File: config.mk
export PLATFORM = sky130hd
export DESIGN_NAME = pcc_regs
export DESIGN_NICKNAME = d
export VERILOG_FILES = /design/src/rtl/pcc_regs.v
export VERILOG_INCLUDE_DIRS = /design/src /design/src/rtl
export SDC_FILE = /design/constraint.sdc
export NUM_CORES = 1
export LEC_CHECK = 0
export ABC_AREA = 1
export BUFFER_PORTS_ARGS = -buffer_cell sky130_fd_sc_hd__buf_2
export CAP_MARGIN = 20
export CORE_MARGIN = 2
export CORE_UTILIZATION = 35
export CTS_CLUSTER_DIAMETER = 50
export CTS_CLUSTER_SIZE = 30
export DETAILED_ROUTE_END_ITERATION = 6
export PLACE_DENSITY = 0.67
export SYNTH_ARGS = -nofsm -noshare
export SYNTH_HDL_FRONTEND = slang
export SYNTH_SLANG_ARGS = --single-unit
File: constraint.sdc
create_clock -name clk -period 1.75 [get_ports clk]
set_input_delay 0.35 -clock clk [delete_from_list [all_inputs] [get_ports clk]]
set_output_delay 0.35 -clock clk [all_outputs]
set_load 0.03 [all_outputs]
File: src/rtl/pcc_consts.vh
// pcc_consts.vh: offsets, field positions, reset values of the primary config/control bank
// assumes inclusion by pcc_regs.v only
`ifndef PCC_CONSTS_VH
`define PCC_CONSTS_VH
`define PCC_OFS_CFG 7'h04
`define PCC_OFS_CTRL 7'h06
`define PCC_RST_CFG 16'h00C4
`define PCC_RST_CTRL 16'h0001
`define PCC_BIT_PAR 0
`define PCC_BIT_DISC 1
`define PCC_BIT_RXCHK 2
`define PCC_BIT_AMODE 6
`define PCC_BIT_BMODE 7
`define PCC_BIT_BLANK 2
`define PCC_BIT_CLRREQ 5
`endif

File: src/rtl/pcc_regs.v
// pcc_regs.v: primary configuration and run-time control registers
// assumes a word-level access port from the serial front end on the same clock
`timescale 1ns/100ps
`include "pcc_consts.vh"
module pcc_regs (
   input wire clk,
   input wire rst_n,
   input wire msgValid,
   input wire msgParityOk,
   input wire msgWrite,
   input wire [6:0] msgAddr,
   input wire [15:0] msgWdata,
   output reg [15:0] rdData,
   output wire rxCheckEnable,
   output wire blankingTimeSelect,
   output wire stickyClear,
   input wire faultAEvent,
   input wire faultBEvent,
   input wire classACondition,
   input wire classBCondition,
   output wire faultPinA_n,
   output wire faultPinB_n
);
   // ----------------------------------------------------------------
   // reset words
   // ----------------------------------------------------------------
   localparam [15:0] RST_CFG = `PCC_RST_CFG;
   localparam [15:0] RST_CTRL = `PCC_RST_CTRL;

   // ----------------------------------------------------------------
   // state
   // ----------------------------------------------------------------
   reg bModeQ_q;
   reg bModeQ_d;
   reg aModeQ_q;
   reg aModeQ_d;
   reg rxChk_q;
   reg rxChk_d;
   reg blank_q;
   reg blank_d;
   reg clrReq_q;
   reg clrReq_d;
   reg discarded_q;
   reg discarded_d;
   reg faultA_q;
   reg faultA_d;
   reg faultB_q;
   reg faultB_d;
   reg [15:0] rdData_d;
   wire msgOk;
   wire hitCfg;
   wire hitCtrl;
   wire cfgWrite;
   wire ctrlWrite;
   wire releaseA;
   wire releaseB;
   wire [15:0] cfgBody;
   wire [15:0] ctrlBody;
   wire [15:0] cfgWord;
   wire [15:0] ctrlWord;

   // ----------------------------------------------------------------
   // helpers
   // ----------------------------------------------------------------
   function [15:0] withParity;
      input [15:0] w;
      begin
         withParity = {w[15:1], ~(^w[15:1])};
      end
   endfunction

   function addrHit;
      input [6:0] addr;
      input [6:0] ofs;
      begin
         addrHit = (addr == ofs);
      end
   endfunction

   function takeWrite;
      input valid;
      input ok;
      input wr;
      input hit;
      begin
         takeWrite = valid & ok & wr & hit;
      end
   endfunction

   function mayRelease;
      input req;
      input mode;
      input cond;
      begin
         mayRelease = req & (~mode | ~cond);
      end
   endfunction

   // ----------------------------------------------------------------
   // message acceptance
   // ----------------------------------------------------------------
   assign msgOk = msgParityOk | ~rxChk_q;
   assign hitCfg = addrHit(msgAddr, `PCC_OFS_CFG);
   assign hitCtrl = addrHit(msgAddr, `PCC_OFS_CTRL);
   assign cfgWrite = takeWrite(msgValid, msgOk, msgWrite, hitCfg);
   assign ctrlWrite = takeWrite(msgValid, msgOk, msgWrite, hitCtrl);
   assign releaseA = mayRelease(clrReq_q, aModeQ_q, classACondition);
   assign releaseB = mayRelease(clrReq_q, bModeQ_q, classBCondition);

   // ----------------------------------------------------------------
   // next values
   // ----------------------------------------------------------------
   always @* begin
      bModeQ_d = bModeQ_q;
      if (cfgWrite) begin
         bModeQ_d = msgWdata[`PCC_BIT_BMODE];
      end
   end

   always @* begin
      aModeQ_d = aModeQ_q;
      if (cfgWrite) begin
         aModeQ_d = msgWdata[`PCC_BIT_AMODE];
      end
   end

   always @* begin
      rxChk_d = rxChk_q;
      if (cfgWrite) begin
         rxChk_d = msgWdata[`PCC_BIT_RXCHK];
      end
   end

   always @* begin
      blank_d = blank_q;
      if (ctrlWrite) begin
         blank_d = msgWdata[`PCC_BIT_BLANK];
      end
   end

   always @* begin
      clrReq_d = 1'h0;
      if (ctrlWrite) begin
         clrReq_d = msgWdata[`PCC_BIT_CLRREQ];
      end
   end

   always @* begin
      discarded_d = discarded_q;
      if (msgValid) begin
         discarded_d = ~msgOk;
      end
   end

   // events assert a pin, and win over a release in the same cycle
   always @* begin
      faultA_d = faultA_q;
      if (faultAEvent) begin
         faultA_d = 1'h1;
      end else if (releaseA) begin
         faultA_d = 1'h0;
      end
   end

   always @* begin
      faultB_d = faultB_q;
      if (faultBEvent) begin
         faultB_d = 1'h1;
      end else if (releaseB) begin
         faultB_d = 1'h0;
      end
   end

   always @* begin
      rdData_d = rdData;
      if (msgValid) begin
         if (hitCfg) begin
            rdData_d = cfgWord;
         end else if (hitCtrl) begin
            rdData_d = ctrlWord;
         end else begin
            rdData_d = 16'h0000;
         end
      end
   end

   // ----------------------------------------------------------------
   // registers
   // ----------------------------------------------------------------
   always @(posedge clk or negedge rst_n) begin
      if (!rst_n) begin
         bModeQ_q <= RST_CFG[`PCC_BIT_BMODE];
      end else begin
         bModeQ_q <= bModeQ_d;
      end
   end

   always @(posedge clk or negedge rst_n) begin
      if (!rst_n) begin
         aModeQ_q <= RST_CFG[`PCC_BIT_AMODE];
      end else begin
         aModeQ_q <= aModeQ_d;
      end
   end

   always @(posedge clk or negedge rst_n) begin
      if (!rst_n) begin
         rxChk_q <= RST_CFG[`PCC_BIT_RXCHK];
      end else begin
         rxChk_q <= rxChk_d;
      end
   end

   always @(posedge clk or negedge rst_n) begin
      if (!rst_n) begin
         blank_q <= RST_CTRL[`PCC_BIT_BLANK];
      end else begin
         blank_q <= blank_d;
      end
   end

   always @(posedge clk or negedge rst_n) begin
      if (!rst_n) begin
         clrReq_q <= RST_CTRL[`PCC_BIT_CLRREQ];
      end else begin
         clrReq_q <= clrReq_d;
      end
   end

   always @(posedge clk or negedge rst_n) begin
      if (!rst_n) begin
         discarded_q <= 1'h0;
      end else begin
         discarded_q <= discarded_d;
      end
   end

   always @(posedge clk or negedge rst_n) begin
      if (!rst_n) begin
         faultA_q <= 1'h0;
      end else begin
         faultA_q <= faultA_d;
      end
   end

   always @(posedge clk or negedge rst_n) begin
      if (!rst_n) begin
         faultB_q <= 1'h0;
      end else begin
         faultB_q <= faultB_d;
      end
   end

   always @(posedge clk or negedge rst_n) begin
      if (!rst_n) begin
         rdData <= 16'h0000;
      end else begin
         rdData <= rdData_d;
      end
   end

   // ----------------------------------------------------------------
   // outputs
   // ----------------------------------------------------------------
   assign faultPinA_n = ~faultA_q;
   assign faultPinB_n = ~faultB_q;
   assign stickyClear = clrReq_q;
   assign rxCheckEnable = rxChk_q;
   assign blankingTimeSelect = blank_q;

   // ----------------------------------------------------------------
   // read back
   // ----------------------------------------------------------------
   assign cfgBody = {8'h00, bModeQ_q, aModeQ_q, 3'h0, rxChk_q, discarded_q, 1'h0};
   assign ctrlBody = {10'h000, clrReq_q, 1'h0, 1'h0, blank_q, discarded_q, 1'h0};
   assign cfgWord = withParity(cfgBody);
   assign ctrlWord = withParity(ctrlBody);

endmodule

---- Word-level counts from Yosys, hierarchy flattened ----
Index checks and enable logic that the tools add are counted.
storage, ports and cells
  output and inout port bits .............. 21
  input port bits ......................... 32
  register bits ........................... 24
operators by class
  bitwise operators ....................... 19
  reductions and logical operators ........ 4
  mux-type cells .......................... 7
  equal/unequal tests ..................... 2
operators with widths
  kind                  count
  $reduce_xor A15 Y1    2
  $eq A7 B3 Y1 const B  2
  $not A1 Y1            10
  $mux W8               1
  $and A1 B1 Y1         6
  $mux W6               1
  $mux W1               5
  $reduce_bool A2 Y1    2
  $or A1 B1 Y1          3

---- Logic depth before layout (Yosys ltp) ----
  depth after elaboration ................. 6
  gate-level depth with buffers ........... 9
  depth with buffers taken out ............ 9

---- Worst setup path before layout ----
No wires, ideal clock.
  path kind ............................... register to register
  start ................................... reg rxChk_q, in the netlist rxCheckEnable
  end ..................................... reg aModeQ_q
  period minus slack after synthesis ...... 1.200 ns
  path slack .............................. 0.550 ns
  stages on the path, launching flop included .. 7
  library setup time ...................... 0.073 ns
  path buffers ............................ 0
  data arrival time ....................... 1.127 ns
  path through ............................ dfstp_2 inv_2 o21ai_2 nor2_4 nand2_4 nor2_1 a21oi_1
on the way
  word-level cells in the longest chain between the ends .. 5
ends and longest elaborated chain
  item                        RTL line        source
  start, declared             pcc_regs.v:37   reg rxChk_q;
  start signal, assigned      pcc_regs.v:208  rxChk_q <= RST_CFG[`PCC_BIT_RXCHK];
  start signal, assigned      pcc_regs.v:210  rxChk_q <= rxChk_d;
  $not A1 Y1                  pcc_regs.v:102  assign msgOk = msgParityOk | ~rxChk_q;
  $or A1 B1 Y1                pcc_regs.v:102
  $and A1 B1 Y1 (3 in a row)  pcc_regs.v:86   takeWrite = valid & ok & wr & hit;
  end signal, assigned        pcc_regs.v:200  aModeQ_q <= RST_CFG[`PCC_BIT_AMODE];
  end signal, assigned        pcc_regs.v:202  aModeQ_q <= aModeQ_d;
  end, declared               pcc_regs.v:35   reg aModeQ_q;
Every way passes these cells.
A chain may end at the register's enable or synchronous reset.

---- Worst setup path in the final report ----
  start ................................... reg rxChk_q, in the netlist rxCheckEnable
  end ..................................... out rxCheckEnable
RTL lines
  item           RTL line       source
  end, declared  pcc_regs.v:14  output wire rxCheckEnable,
No word-level cell between the ends.

==> reports/results.ini <==
[status]
status = finished clean

[finish]
nNetsFinal = 173
post_route_cells_drive_above_1_share_pct = 32.1
design_area_sq_um = 1010
antennaDiodeCount = 0
synthToLayoutAreaGrowth_pct = 23.3
regArea_sq_um = 354
multiInputGateArea_sq_um = 360
nFillCells = 230

[synthesis]
yosys.cell_types.count = 19
avgSynthCellArea_sq_um = 7.70
yosys_warnings = 0
syn_inst = 106
synth_area_sq_um = 816
ys_seq_area_share_pct = 43.4
synth-seq-cells = 14

[route]
wl_per_cell_microns = 9.39
drtIter0Drc = 6
routed_via_density = 4.21
drc = 0
wirelength_microns = 1580
antenna_left = 0
drt_first_pass_iters = 2
vias = 708

[setup_path]
worst-setup-path-type = reg -> out
cp.required_ns = 1.40
critical-path-top-delay-family = flip-flops
startpoint = rxCheckEnable
crit_arrival_ns = 1.08
critPathLaunchType = flop
cp_num_buf_inv = 1
slowest_delay_ns = 0.60
path_cells = buf_2
r2r_start = rxCheckEnable
worstSetupEndpointType = output pin
slowest_stage = dfstp_2
critPathMaxFanout = 6

[grt]
grt_use_total_pct = 12.9
antenna_found_initial = 0
grt_pass1_wl_microns = 2590
grt_max_degree = 15
grt_pass1_vias = 637
grt_overflow = 0

[cts]
clk_latency_ns = 0.27
clk_path_buf_depth = 2
cts_buffers = 3
cts_setup_buffers = 0
cts.repair.resized = 0
cts.sinks = 14
cts.clk_slew.worst_paths_ns = 0.08
hold_buffers = 1
cts_tree = done
h-tree-depth = 1
root_buffer = clkbuf_4

[sta]
min_period_ns = 1.43
finalSetupViolations = 0
fin_crit_sh_pct = 81.7
fin_hold_ws_ns = 0.267
rsz0062_at_grt = false
finClkSkew_ns = 0.000487
fmax_ghz = 0.699
setup-tns-final_ns = 0
drv_slew = 0
hold_viol = 0

[power]
switchingPower_w = 0.000191
ir_drop_mv = 0.420
pwr_density_cell_nw_per_um2 = 684
intPower_w = 0.000496
switching_share_pct = 27.8
seq_power_share_pct = 49.8
power_w = 0.000688
combPwrFrac_pct = 17.4
clockPowerShare_pct = 32.8
power.leakage_nw = 0.594

[floorplanning]
die_h_microns = 52.3
start_util_pct = 36.9
core_sq_um = 2210
die_width_microns = 52.3
ios = 53
row_count = 17
dieArea_sq_um = 2730

[placed_design]
port_buffers = 30
placed_cell_area_sq_um = 960
dp_hpwl_microns = 1330
gp_congestion = 0.771

[job]
cap_violations = 0

[worst_hold_path]
hold_class = in -> reg
min_from = faultBEvent

[placed cells by master (no fill, tap or decap), drive strengths merged]
master / instances
conb: 10
nand4: 1
o21a: 1
nor2: 14
nand3: 5
dlygate4sd3: 1
a21oi: 6
inv: 16
dfstp: 3
o21ai: 3
o21bai: 2
nand2: 30
dfrtp: 11
o31ai: 3
buf: 30
clkbuf: 4
[cells in the mapped netlist, drive strengths merged]
cell type / number / area [sq um]
a21oi: 6 / 30.0
buf: 10 / 75.1
conb: 1 / 3.75
dfrtp: 11 / 275
dfstp: 3 / 78.8
inv: 16 / 60.1
nand2: 30 / 120
nand3: 5 / 25.0
nand4: 1 / 6.26
nor2: 14 / 77.6
o21a: 1 / 7.51
o21ai: 3 / 18.8
o21bai: 2 / 15.0
o31ai: 3 / 22.5
[worst paths after layout]
kind	endpoint	cells after the start	slack, ns
worst min register to register	rdData[0]	2	0.48
min in group asynchronous	discarded_q	2	0.49
max in group asynchronous	bModeQ_q	2	0.97
worst max-delay path	rxCheckEnable	1	0.32
worst max register to register	aModeQ_q	6	0.58
worst min-delay path	faultB_q	2	0.27
[sequential cells by signal, indices dropped and copies added, names as in the netlist]
name,flops
bModeQ_q,1
rdData,6
discarded_q,1
stickyClear,1
blankingTimeSelect,1
aModeQ_q,1
rxCheckEnable,1
faultB_q,1
faultA_q,1
[routing by layer]
layer	global-route usage, %	share of wire (%)	vias to the layer above
met5	0	0	-
met4	5.13	0	0
met3	2.86	5.6	0
met2	22.1	50	19
met1	15.6	44	312
li1	-	-	377
[power by group through the flow]
stage,Clock [W],Combinational [W],Sequential [W]
after global placement,0,0.000116,0.000348
after detailed placement,0,0.000118,0.000348
final,0.000226,0.000120,0.000342
after floorplan,0,0.0000853,0.000356
after global routing,0.000252,0.000133,0.000344
after CTS,0.000232,0.000120,0.000342
[final cells by class]
class,count,share of cell area [%]
clock buffers,4,3.61
inverters,16,5.97
multi-input cells,75,35.8
flip-flops and latches,14,35.2
well taps,28,3.48
repair buffers,31,15.9
[cell families after synthesis]
family	count (synthesis)	share of synthesized area, %
other cells	1	0.460
compound gates	15	11.5
flops	14	43.4
simple gates	50	28.1
buf+inv	26	16.6
[through the flow]
stage               util (%)  instances  setup WS [ns]
floorplan                  -        115          0.550
global placement        43.4        163          0.549
detailed placement      43.4        163          0.509
CTS                     45.5        168          0.310
global route            45.5        168          0.262
finish                  45.5        168          0.320
Note: power is estimated with default switching activity, not from simulation.
